--- config.mk ---
export PLATFORM = sky130hd
export DESIGN_NAME = vgs_top
export DESIGN_NICKNAME = d
export VERILOG_FILES = /design/src/rtl/vgs_pkg.sv /design/src/rtl/vgs_sync.sv /design/src/rtl/vgs_top.sv
export VERILOG_INCLUDE_DIRS = /design/src /design/src/rtl
export SDC_FILE = /design/constraint.sdc
export NUM_CORES = 1
export LEC_CHECK = 0
export ABC_AREA = 1
export BUFFER_PORTS_ARGS = -buffer_cell sky130_fd_sc_hd__buf_4
export CAP_MARGIN = 20
export CORE_MARGIN = 10
export CORE_UTILIZATION = 60
export CTS_CLUSTER_DIAMETER = 80
export DETAILED_ROUTE_END_ITERATION = 16
export PLACE_DENSITY = 0.92
export SLEW_MARGIN = 30
export SYNTH_ARGS = -nofsm -noshare
export SYNTH_HDL_FRONTEND = slang
export SYNTH_SLANG_ARGS = --single-unit
--- constraint.sdc ---
create_clock -name clk_in -period 6.5 [get_ports clk_in]
set_input_delay 0.975 -clock clk_in [delete_from_list [all_inputs] [get_ports clk_in]]
set_output_delay 0.975 -clock clk_in [all_outputs]
set_load 0.03 [all_outputs]
--- src/rtl/vgs_defines.svh ---
// Constants for the gain stepper and serial control block
`ifndef VGS_DEFINES_SVH
`define VGS_DEFINES_SVH

// ----------------------------------------------------------------------
// Widths
// ----------------------------------------------------------------------
`define VGS_GAIN_W      6
`define VGS_WORD_W      16
`define VGS_SYNC_W      11

// ----------------------------------------------------------------------
// Serial word field positions
// ----------------------------------------------------------------------
`define VGS_RW_BIT      15
`define VGS_FA_HI       7
`define VGS_FA_LO       6
`define VGS_GAIN_HI     5
`define VGS_GAIN_LO     0

// ----------------------------------------------------------------------
// Reset values and counts
// ----------------------------------------------------------------------
`define VGS_GAIN_RESET  6'h3F
`define VGS_FA_RESET    2'h0
`define VGS_GAIN_MAX    7'h3F
`define VGS_STEP_BASE   7'h01
`define VGS_FA_BASE     7'h04
`define VGS_LAST_BIT    5'h0F
`define VGS_WORD_BITS   5'h10
`define VGS_TOP_HALF_DB 8'h28
`define VGS_SYNC_INIT   11'h002

`endif

--- src/rtl/vgs_pkg.sv ---
// Types shared by the gain stepper and serial control block
package vgs_pkg;
  typedef enum logic {VGS_IDLE, VGS_SHIFT} vgs_spi_state_t;
endpackage

--- src/rtl/vgs_sync.sv ---
// Two-flop synchroniser for a group of pin inputs
`timescale 1ns/1ps
module vgs_sync #(
  parameter int              WIDTH = 1,
  parameter logic [WIDTH-1:0] INIT = '0
) (
  input  wire logic             clk_in,
  input  wire logic             rst_n_in,
  input  wire logic [WIDTH-1:0] async_in,
  output logic      [WIDTH-1:0] sync_out
);
  logic [WIDTH-1:0] meta;

  always_ff @(posedge clk_in or negedge rst_n_in) begin
    if (!rst_n_in) begin
      meta     <= INIT;
      sync_out <= INIT;
    end else begin
      meta     <= async_in;
      sync_out <= meta;
    end
  end
endmodule

--- src/rtl/vgs_top.sv ---
// Gain code stepper and three-wire serial gain register
//
// Function
// RULE1 - Direction high: each complete step pulse raises gain one step.
// RULE2 - Direction low: each complete step pulse lowers gain one step.
// RULE3 - Direction differing between pulse rise and fall means stepper reset.
// RULE4 - Stepper reset loads code 63, the minimum gain.
// RULE5 - Step select picks 1, 2, 4 or 8 code units.
// RULE6 - Stepping clamps at codes 0 and 63, never wraps.
// RULE7 - Code 0 is +20 dB, each code lowers 0.5 dB.
// RULE8 - A write is one 16-bit word with read/write flag low.
// RULE9 - Written six gain bits become the attenuation code.
// RULE10 - Written fast-attack bits stored; don't-care bits do nothing.
// RULE11 - A word with read/write flag high requests readback, rest ignored.
// RULE12 - Next transaction the device drives the stored word over 16 clocks.
// RULE13 - Finished readback clears the read request automatically.
// RULE14 - Power-up input low powers down, high enables.
// RULE15 - Interface select: 00 parallel, 01 serial, 1x up/down stepping; the code has no parallel port, so 00 only holds the gain code.
// RULE16 - Controller holds chip select low for exactly 16 serial clocks.
// RULE17 - Fast-attack input high cuts gain by 2, 4, 8 or 16 dB; the code applies it in serial mode only, clamped at code 63.
// RULE18 - Gain code held unless updated; write lands on sixteenth bit.
// RULE19 - Serial data most significant bit first; readback shows stored fields.
`timescale 1ns/1ps
`include "vgs_defines.svh"
module vgs_top import vgs_pkg::*; (
  input  wire logic        clk_in,
  input  wire logic        reset_n_in,
  input  wire logic        step_pulse_in,
  input  wire logic        step_direction_in,
  input  wire logic        step_size_sel_hi_in,
  input  wire logic        step_size_sel_lo_in,
  input  wire logic        interface_sel_hi_in,
  input  wire logic        interface_sel_lo_in,
  input  wire logic        power_up_in,
  input  wire logic        fast_attack_trigger_in,
  input  wire logic        sclk_in,
  input  wire logic        cs_n_in,
  input  wire logic        sdio_in,
  output logic             sdio_out,
  output logic             sdio_oe_n_out,
  output logic [5:0]       gain_code_out,
  output logic [5:0]       applied_gain_code_out,
  output logic [7:0]       gain_half_db_out,
  output logic [1:0]       fast_attack_sel_out,
  output logic             read_pending_out,
  output logic             powered_out
);
  // --------------------------------------------------------------------
  // Reset release and pin synchronisation
  // --------------------------------------------------------------------
  logic [1:0]            rst_pipe;
  logic                  rst_n;
  logic [10:0]           pins_sync;
  logic                  s_pulse, s_dir, s_gs1, s_gs0, s_m1, s_m0;
  logic                  s_power_up_in, s_fa, s_sclk, s_csn, s_sdi;

  always_ff @(posedge clk_in or negedge reset_n_in) begin
    if (!reset_n_in) begin
      rst_pipe <= 2'h0;
    end else begin
      rst_pipe <= {rst_pipe[0], 1'b1};
    end
  end
  assign rst_n = rst_pipe[1];

  // Chip select idles high so no false frame start after reset
  vgs_sync #(.WIDTH(`VGS_SYNC_W), .INIT(`VGS_SYNC_INIT)) u_sync (
    .clk_in   (clk_in),
    .rst_n_in (rst_n),
    .async_in ({step_pulse_in, step_direction_in, step_size_sel_hi_in,
                step_size_sel_lo_in, interface_sel_hi_in, interface_sel_lo_in,
                power_up_in, fast_attack_trigger_in, sclk_in, cs_n_in, sdio_in}),
    .sync_out (pins_sync)
  );
  assign {s_pulse, s_dir, s_gs1, s_gs0, s_m1, s_m0,
          s_power_up_in, s_fa, s_sclk, s_csn, s_sdi} = pins_sync;

  // --------------------------------------------------------------------
  // Edge detection and mode decode
  // --------------------------------------------------------------------
  logic pulse_d, sclk_d, csn_d;
  logic pulse_rise, pulse_fall, sclk_rise, sclk_fall, cs_fall, cs_rise;
  logic mode_updn, mode_serial;

  always_ff @(posedge clk_in or negedge rst_n) begin
    if (!rst_n) begin
      pulse_d <= 1'b0;
      sclk_d  <= 1'b0;
      csn_d   <= 1'b1;
    end else begin
      pulse_d <= s_pulse;
      sclk_d  <= s_sclk;
      csn_d   <= s_csn;
    end
  end

  assign pulse_rise  = s_pulse & ~pulse_d;
  assign pulse_fall  = ~s_pulse & pulse_d;
  assign sclk_rise   = s_sclk & ~sclk_d;
  assign sclk_fall   = ~s_sclk & sclk_d;
  assign cs_fall     = ~s_csn & csn_d;
  assign cs_rise     = s_csn & ~csn_d;
  assign mode_updn   = s_m1;            // see RULE15
  assign mode_serial = ~s_m1 & s_m0;    // see RULE15
  assign powered_out = s_power_up_in;          // see RULE14

  // --------------------------------------------------------------------
  // Up/down stepper
  // --------------------------------------------------------------------
  logic       dir_at_rise, pulse_armed, step_evt, step_reset;
  logic [6:0] step_units, gain7, step_calc;

  // Only a pulse whose rise was seen in stepping mode counts as complete
  always_ff @(posedge clk_in or negedge rst_n) begin
    if (!rst_n) begin
      dir_at_rise <= 1'b0;
      pulse_armed <= 1'b0;
    end else if (pulse_rise) begin
      dir_at_rise <= s_dir;
      pulse_armed <= mode_updn & s_power_up_in;
    end else if (pulse_fall) begin
      pulse_armed <= 1'b0;
    end
  end

  assign step_evt   = pulse_fall & pulse_armed & mode_updn & s_power_up_in;
  assign step_reset = step_evt & (s_dir != dir_at_rise);                 // see RULE3
  assign step_units = `VGS_STEP_BASE << {s_gs1, s_gs0};                  // see RULE5
  assign gain7      = {1'b0, gain_code_out};

  always_comb begin
    if (s_dir) begin
      step_calc = (gain7 <= step_units) ? 7'h00 : gain7 - step_units;    // see RULE1 RULE6
    end else begin
      step_calc = gain7 + step_units;                                    // see RULE2
      if (step_calc > `VGS_GAIN_MAX) begin
        step_calc = `VGS_GAIN_MAX;                                       // see RULE6
      end
    end
  end

  // --------------------------------------------------------------------
  // Serial port
  // --------------------------------------------------------------------
  vgs_spi_state_t        spi_state;
  logic [4:0]            bit_cnt;
  logic [15:0]           shift_in, shift_out, word_in;
  logic                  driving, word_done, write_commit, read_req, read_done;

  assign word_in      = {shift_in[14:0], s_sdi};                         // see RULE19
  assign word_done    = (spi_state == VGS_SHIFT) & sclk_rise & (bit_cnt == `VGS_LAST_BIT);
  assign write_commit = word_done & ~driving & ~word_in[`VGS_RW_BIT];    // see RULE8 RULE18
  assign read_req     = word_done & ~driving & word_in[`VGS_RW_BIT];     // see RULE11
  assign read_done    = word_done & driving;

  // Frames that start while not in serial mode or powered down are ignored
  always_ff @(posedge clk_in or negedge rst_n) begin
    if (!rst_n) begin
      spi_state <= VGS_IDLE;
      bit_cnt   <= 5'h00;
    end else begin
      case (spi_state)
        VGS_IDLE: begin
          if (cs_fall & mode_serial & s_power_up_in) begin
            spi_state <= VGS_SHIFT;
            bit_cnt   <= 5'h00;
          end
        end
        VGS_SHIFT: begin
          if (cs_rise) begin
            spi_state <= VGS_IDLE;
          end else if (sclk_rise & (bit_cnt != `VGS_WORD_BITS)) begin
            bit_cnt <= bit_cnt + 5'h01;
          end
        end
        default: spi_state <= VGS_IDLE;
      endcase
    end
  end

  // Extra clocks beyond sixteen are not shifted in
  always_ff @(posedge clk_in or negedge rst_n) begin
    if (!rst_n) begin
      shift_in <= 16'h0000;
    end else if ((spi_state == VGS_SHIFT) & sclk_rise & (bit_cnt != `VGS_WORD_BITS)) begin
      shift_in <= word_in;
    end
  end

  // Readback presents bit 15 at frame start, next bit after each falling clock
  always_ff @(posedge clk_in or negedge rst_n) begin
    if (!rst_n) begin
      shift_out <= 16'h0000;
      driving   <= 1'b0;
    end else if ((spi_state == VGS_IDLE) & cs_fall & mode_serial & s_power_up_in) begin
      shift_out <= {1'b0, 7'h00, fast_attack_sel_out, gain_code_out};    // see RULE19
      driving   <= read_pending_out;                                     // see RULE12
    end else if ((spi_state == VGS_SHIFT) & cs_rise) begin
      driving   <= 1'b0;
    end else if ((spi_state == VGS_SHIFT) & sclk_fall & (bit_cnt != 5'h00)) begin
      shift_out <= {shift_out[14:0], 1'b0};                              // see RULE12
    end
  end

  always_ff @(posedge clk_in or negedge rst_n) begin
    if (!rst_n) begin
      read_pending_out <= 1'b0;
    end else if (read_req) begin
      read_pending_out <= 1'b1;                                          // see RULE11
    end else if (read_done) begin
      read_pending_out <= 1'b0;                                          // see RULE13
    end
  end

  assign sdio_out      = shift_out[15];
  assign sdio_oe_n_out = ~driving;

  // --------------------------------------------------------------------
  // Stored gain and fast-attack fields
  // --------------------------------------------------------------------
  always_ff @(posedge clk_in or negedge rst_n) begin
    if (!rst_n) begin
      gain_code_out <= `VGS_GAIN_RESET;
    end else if (step_reset) begin
      gain_code_out <= `VGS_GAIN_RESET;                                  // see RULE4
    end else if (step_evt) begin
      gain_code_out <= step_calc[5:0];                                   // see RULE1 RULE2
    end else if (write_commit) begin
      gain_code_out <= word_in[`VGS_GAIN_HI:`VGS_GAIN_LO];               // see RULE9
    end
  end

  always_ff @(posedge clk_in or negedge rst_n) begin
    if (!rst_n) begin
      fast_attack_sel_out <= `VGS_FA_RESET;
    end else if (write_commit) begin
      fast_attack_sel_out <= word_in[`VGS_FA_HI:`VGS_FA_LO];             // see RULE10
    end
  end

  // --------------------------------------------------------------------
  // Applied gain with fast attack
  // --------------------------------------------------------------------
  logic [6:0] fa_units, fa_sum, applied_next;

  // Fast attack only offsets the applied code; the stored code is kept
  assign fa_units = `VGS_FA_BASE << fast_attack_sel_out;
  assign fa_sum   = gain7 + fa_units;
  assign applied_next = (s_fa & mode_serial) ?
                        ((fa_sum > `VGS_GAIN_MAX) ? `VGS_GAIN_MAX : fa_sum) : gain7;

  always_ff @(posedge clk_in or negedge rst_n) begin
    if (!rst_n) begin
      applied_gain_code_out <= `VGS_GAIN_RESET;
      gain_half_db_out      <= `VGS_TOP_HALF_DB - {2'h0, `VGS_GAIN_RESET};
    end else begin
      applied_gain_code_out <= applied_next[5:0];                        // see RULE17
      gain_half_db_out      <= `VGS_TOP_HALF_DB - {1'b0, applied_next};  // see RULE7
    end
  end

  // --------------------------------------------------------------------
  // Assertions
  // --------------------------------------------------------------------
  property p_step_reset;
    @(posedge clk_in) disable iff (!rst_n)
    step_reset |=> (gain_code_out == 6'h3F);
  endproperty
  a_step_reset: assert property (p_step_reset) else $error("stepper reset missed"); // see RULE4

  property p_step_up;
    @(posedge clk_in) disable iff (!rst_n)
    (step_evt & ~step_reset & s_dir & (gain7 > step_units))
      |=> (gain_code_out == $past(gain7[5:0] - step_units[5:0]));
  endproperty
  a_step_up: assert property (p_step_up) else $error("gain step up wrong"); // see RULE1

  property p_step_down;
    @(posedge clk_in) disable iff (!rst_n)
    (step_evt & ~step_reset & ~s_dir & (gain7 + step_units <= 7'h3F))
      |=> (gain_code_out == $past(gain7[5:0] + step_units[5:0]));
  endproperty
  a_step_down: assert property (p_step_down) else $error("gain step down wrong"); // see RULE2

  property p_clamp;
    @(posedge clk_in) disable iff (!rst_n)
    (step_evt & ~step_reset & s_dir & (gain7 <= step_units)) |=> (gain_code_out == 6'h00);
  endproperty
  a_clamp: assert property (p_clamp) else $error("gain did not clamp at top"); // see RULE6

  property p_write;
    @(posedge clk_in) disable iff (!rst_n)
    write_commit |=> (gain_code_out == $past(word_in[5:0]))
                     && (fast_attack_sel_out == $past(word_in[7:6]));
  endproperty
  a_write: assert property (p_write) else $error("serial write not stored"); // see RULE9

  property p_read_clear;
    @(posedge clk_in) disable iff (!rst_n)
    read_done |=> !read_pending_out;
  endproperty
  a_read_clear: assert property (p_read_clear) else $error("read flag not cleared"); // see RULE13

  property p_read_drive;
    @(posedge clk_in) disable iff (!rst_n)
    ((spi_state == VGS_IDLE) & cs_fall & mode_serial & s_power_up_in & read_pending_out)
      |=> !sdio_oe_n_out ##0 (sdio_out == 1'b0);
  endproperty
  a_read_drive: assert property (p_read_drive) else $error("readback not driven"); // see RULE12

  property p_hold_down;
    @(posedge clk_in) disable iff (!rst_n)
    (!s_power_up_in & $past(!s_power_up_in)) |=> $stable(gain_code_out);
  endproperty
  a_hold_down: assert property (p_hold_down) else $error("gain moved in power-down"); // see RULE18

  property p_fast_attack;
    @(posedge clk_in) disable iff (!rst_n)
    (s_fa & mode_serial & $stable(gain_code_out))
      |=> (applied_gain_code_out >= $past(gain_code_out));
  endproperty
  a_fast_attack: assert property (p_fast_attack) else $error("fast attack raised gain"); // see RULE17
endmodule

Word level (Yosys, flattened, before mapping) --
Cells that the tools add are included.
Operators by class: add/subtract/negate cells 5, multiply operators 0, divide/modulo/power cells 0, order comparisons 3, equal/unequal tests 7, shift operators 2, mux-type cells 24, bitwise logic cells 39, reduce and logical (&&, ||, !) cells 8
Operators by type and width (number):
- $mux 16 | 3
- $mux 6 | 6
- $and 1x1->1 | 29
- $mux 5 | 3
- $add 6x7->7 | 2
- $gt 7x6->1 const B | 2
- $mux 7 | 2
- $not 1->1 | 10
- $pmux 5 s2 | 1
- $mux 1 | 8
- $reduce_bool 2->1 | 4
- $sub 6x7->8 const A | 1
- $le 6x7->1 | 1
- $shl 1x2->7 const A | 1
- $shl 3x2->7 const A | 1
- $ne 2x2->1 const B | 3
- $sub 6x6->6 | 1
- $add 5x1->5 const B | 1
- $eq 5x4->1 const B | 1
- $ne 5x5->1 const B | 1
- $reduce_bool 5->1 | 1
- $reduce_and 3->1 | 1
- $reduce_bool 3->1 | 1
- $ne 2x1->1 const B | 1
- other kinds (3) | 3
Storage, ports and cells: register bits 90, latch bits 0, bits in writable memories 0, memory bits (read-only) 0, input bits 13, output and inout port bits 26, word-level logic and storage cells 106, memories 0

Longest topological paths before layout --
word-level depth 9, depth in mapped cells 14, mapped depth without buffers 14

Hierarchy --
A second synthesis with hierarchy kept.
Second synthesis, totals: cells, all modules 459, area total of the unflattened synthesis 4170.2 µm²
By module, submodules not included:
- vgs_top | instances 1, cells an instance 437, area each 3617.2 µm²
- vgs_sync | instances 1, cells an instance 22, area each 553.0 µm²

Worst setup path after synthesis --
No wires, ideal clock.
path type register to register, start register fast_attack_sel_out[0], end register gain_half_db_out[4], setup time 0.079 ns, arrival 2.174 ns, required time 6.421 ns, slack 4.247 ns, cell stages (with the launch flop) 13, path buffers 0, period minus slack after synthesis 2.253 ns, cell sequence dfrtp_1 > nor2_1 > ha_1 > fa_1 > nand3_1 > nand2_1 > nand2_1 > inv_1 > nor2_1 > ha_1 > nand3_1 > nand2_1 > xor2_1
On the way: longest elaborated chain between the ends 6
RTL lines:
- from (decl) | line vgs_top.sv:44 | output logic [1:0] fast_attack_sel_out,
- from (signal assigned) | line vgs_top.sv:235 | fast_attack_sel_out <= `VGS_FA_RESET;
- from (signal assigned) | line vgs_top.sv:237 | fast_attack_sel_out <= word_in[`VGS_FA_HI:`VGS_FA_LO];
- $shl 3x2->7 (no line) *
- $add 6x7->7 * | line vgs_top.sv:248 | assign fa_sum = gain7 + fa_units;
- $gt 7x6->1 (no line)
- $mux 7 * | line vgs_top.sv:250 | ((fa_sum > `VGS_GAIN_MAX) ? `VGS_GAIN_MAX : fa_sum) : gain7;
- $mux 7 * | line vgs_top.sv:249 | assign applied_next = (s_fa & mode_serial) ?
- $sub 6x7->8 (no line) *
- to (signal assigned) | line vgs_top.sv:255 | gain_half_db_out <= `VGS_TOP_HALF_DB - {2'h0, `VGS_GAIN_RESET};
- to (signal assigned) | line vgs_top.sv:258 | gain_half_db_out <= `VGS_TOP_HALF_DB - {1'b0, applied_next};
- to (decl) | line vgs_top.sv:43 | output logic [7:0] gain_half_db_out,
Every way passes the cells marked *; elsewhere a longest branch is shown, timed or not. A chain may end at the register's enable or synchronous reset.

Worst setup path after layout --
Ends and elaborated chain as after synthesis.

==> metrics.md <==
| Metric | Value |
|---|---|
| Status | completed |
| Worst path most repeated cell | nand2_1 |
| Rows | 30 |
| Post-synthesis sequential area ratio | 0.5388 |
| Critical Path Source Type | flip-flop |
| Fin Setup TNS | 0 ns |
| Routed length on met1 | 3.278 mm |
| Mapped Area | 0.004178 sq mm |
| Power per Cell Area | 278.0 mW/mm^2 |
| Critical path peak fanout | 6 |
| Netlist cell types | 36 |
| Post-CTS Hold Fix Bufs | 0 |
| Clk buf depth | 2 |
| DRT Wirelength | 7.676 mm |
| Synth async-reset ratio | 1.000 |
| CTS tree | done |
| Mean Syn Cell Area | 9.082 sq um |
| Pre-antenna DRT Iters | 4 |
| Worst Setup EP | gain_half_db_out[4] |
| Setup ws final | 4.092 ns |
| Fin crit share | 0.3705 |
| Core ar. | 0.006794 sq mm |
| Clock skew | 0.009588 ns |
| Leak Pwr | 0.002422 uW |
| Vias per cell | 5.147 |
| Vias in the first global route | 2999 |
| Starting Density | 0.6149 |
| Number of cells on the worst reg-to-reg path | 12 |
| Relative slew slack | 0.6464 |
| Global-route wire length before repair | 13.35 mm |
| # IOs | 39 |
| IO buf count | 38 |
| Die area | 0.01070 sq mm |
| Highest metal used | met4 |
| Drt first-iter violations | 178 |
| CP arrival | 2.69 ns |
| Post-CTS setup repair buffer count | 0 |
| Required time of the worst setup path | 6.78 ns |
| Area after DPL | 0.004529 sq mm |
| TritonCTS Buffers | 9 |
| Ant. Diodes | 0 |
| Final Critical Period | 2.408 ns |
| Maximum vdd drop | 0.1729 mV |
| Final ANT Viol Nets | 0 |
| Wire length on met3 | 575 microns |
| Post-Layout Cell Count | 600 |
| Post-synthesis net count | 494 |
| Slew Viols, Final | 0 |
| Antenna violations before repair | 0 |
| Syn Inst Count | 460 |
| Largest net degree at the start of global routing | 54 |
| RSZ-0062 raised after global routing | false |
| Final HPWL DP | 5.633 mm |
| Area leader, netlist | dfrtp_1 |
| Worst slew pin tran | 0.5288 ns |
| Gpl congestion | 0.8755 |
| GRT Residual Overflow | 0 |
| Power Total | 1322 uW |
| Post-synth top area share | 0.4193 |
| Worst-Skew Late Latency | 0.36 ns |
| # Max-Cap Violations | 0 |
| Layout cells sized above 1 | 0.1944 |
| Final instance area | 0.004753 sq mm |
| Crit path cell chain | nor2_1 > ha_1 > fa_1 > nand3_1 > nand2_1 > nand2_1 > inv_1 > nor2_1 > ha_1 > nand3_1 > nand2_1 > xor2_1 |
| Inst Count DP | 583 |
| Area Overhead vs Synth | 13.78% |
| Worst Setup SP | fast_attack_sel_out[0] |
| Root buffer cell | clkbuf_8 |
| Vias | 3088 |
| Critical path's largest stage delay | 0.47 ns |
| Metal2 WL | 3.722 mm |
| Min-Delay Path Class | flip-flop to async pin |
| Resize count post-CTS | 0 |
| R2r setup slk | 4.09 ns |
| Critical path type | flip-flop to flip-flop |
| Die X | 103.4 microns |
| CTS Sinks | 89 |
| RR Startpoint | fast_attack_sel_out[0] |
| Worst reg2reg path endpoint | gain_half_db_out[4] |
| Clock slew at reported path FFs | 0.08 ns |
| Post-route DRC | 0 |
| Top cells by area, synth | dfrtp_1 42%, dfstp_2 12%, nand2_1 12% |
| Endpoints failing hold | 0 |
| Placement Setup Slack | 4.139 ns |
| Yosys reg bits | 89 |
| Slowest CP cell | dfrtp_1 |
| Wire per inst | 12.79 microns |
| Yosys warns | 0 |
| Crit end category | flip-flop |
| Final setup viols | 0 |
| Die height | 103.4 microns |
| Post-synth EDFFs | 0 |
| Nets | 533 |
| Maximum clock rate | 415.3 MHz |
| GR Util All Layers | 0.1573 |
| Ys flop type | dfrtp_1 |
| H-tree depth | 3 |
| Fillers | 505 |
[power breakdown]
part | internal [uW] | switching (uW) | total (uW) | leakage [uW]
clock | 200 | 189 | 389 | 0.0000982
sequential | 622 | 39.3 | 661 | 0.00110
combinational | 98.2 | 173 | 272 | 0.00122
[routing by layer]
metal / vias up / track usage
met1: 1464 / 0.1927
met3: 12 / 0.05648
met2: 84 / 0.2519
met5: - / 0
met4: 0 / 0.05455
li1: 1528 / -
[cell usage in the layout, fill, tap and decap left out, types with 2 or more instances in the layout]
| master | count |
|---|---|
| nand3_2 | 2 |
| nand4_1 | 3 |
| ha_1 | 18 |
| buf_4 | 38 |
| xnor2_1 | 3 |
| o21ai_1 | 4 |
| o21ai_0 | 34 |
| clkbuf_8 | 11 |
| dfrtp_1 | 69 |
| nand3_1 | 24 |
| nand2_2 | 4 |
| clkinvlp_4 | 3 |
| nand2_1 | 129 |
| fa_1 | 3 |
| xor2_1 | 5 |
| nand2_4 | 3 |
| nor2_1 | 35 |
| mux2_2 | 5 |
| inv_1 | 56 |
| dfstp_2 | 19 |
| a21oi_1 | 17 |
[stage by stage]
step	util	hold WS, ns
6_report	0.6996	0.2828
5_1_grt	0.6996	0.3238
4_1_cts	0.6980	0.3047
3_5_place_dp	0.6667	0.2959
3_3_place_gp	0.6626	0.3323
2_1_floorplan	-	0.3312
[area by class of cell]
| class | instances | area (sq um) | share of cell area |
|---|---|---|---|
| clock buffer | 11 | 151.4 | 0.03185 |
| clock inverter | 5 | 61.31 | 0.01290 |
| inverter | 58 | 219.0 | 0.04606 |
| multi-input combinational | 301 | 1623 | 0.3414 |
| sequential | 89 | 2255 | 0.4743 |
| tap | 96 | 120.1 | 0.02527 |
| timing repair buffer | 40 | 324.1 | 0.06818 |
[synthesized netlist by cell type, types with 2 or more instances]
cell type and count:
ha_1 18, buf_4 3, xnor2_1 3, nand2_1 129, buf_6 3, dfstp_2 19, xor2_1 5, buf_2 5
nand2_4 3, nor2_1 35, fa_1 3, mux2_2 5, nand2_2 4, nand3_1 24, a21oi_1 17, nand4_1 3
dfrtp_1 70, nand3_2 2, inv_1 56, o21ai_1 4, o21ai_0 34
[cell families (layout without fill, tap and decap cells)]
logic type / Yosys count / after routing / synth area share
simple gates: 205 / 205 / 0.2108
flops: 89 / 89 / 0.5388
buf+inv: 70 / 114 / 0.07277
compound gates: 61 / 61 / 0.07817
fa+ha+maj: 21 / 21 / 0.06829
xor+xnor: 8 / 8 / 0.01677
mux: 5 / 5 / 0.01348
other cells: 1 / 1 / 0.0008976
[sequential cells by signal (all words and copies together), names as in the netlist, 2 cells and up]
name and flops:
shift_out 16, shift_in 15, u_sync.meta 11, u_sync.sync_out 11, gain_half_db_out 8, gain_code_out 6
applied_gain_code_out 5, bit_cnt 5, fast_attack_sel_out 2, rst_pipe 2
[critical path, delay by kind of cell, from the launching register on]
family	cells	cell delay, ns
and+or+nand+nor	7	0.78
buffers and inverters	1	0.10
adders and majority gates	3	0.84
xor gates and xnor gates	1	0.14
DFF	1	0.47
[how the worst min path moves through the flow]
stage | startpoint | endpoint | slack, ns | depth (start not counted)
global route | rst_pipe[1] | pulse_armed | 0.32 | 0
CTS | rst_pipe[1] | bit_cnt[0] | 0.30 | 0
floorplan | rst_pipe[0] | rst_pipe[1] | 0.33 | 0
finish | rst_pipe[1] | bit_cnt[0] | 0.28 | 0
detailed placement | rst_pipe[1] | bit_cnt[0] | 0.30 | 0
global placement | u_sync.meta[4] | u_sync.sync_out[4] | 0.33 | 0
No activity file was read; power rests on OpenSTA's default activity.
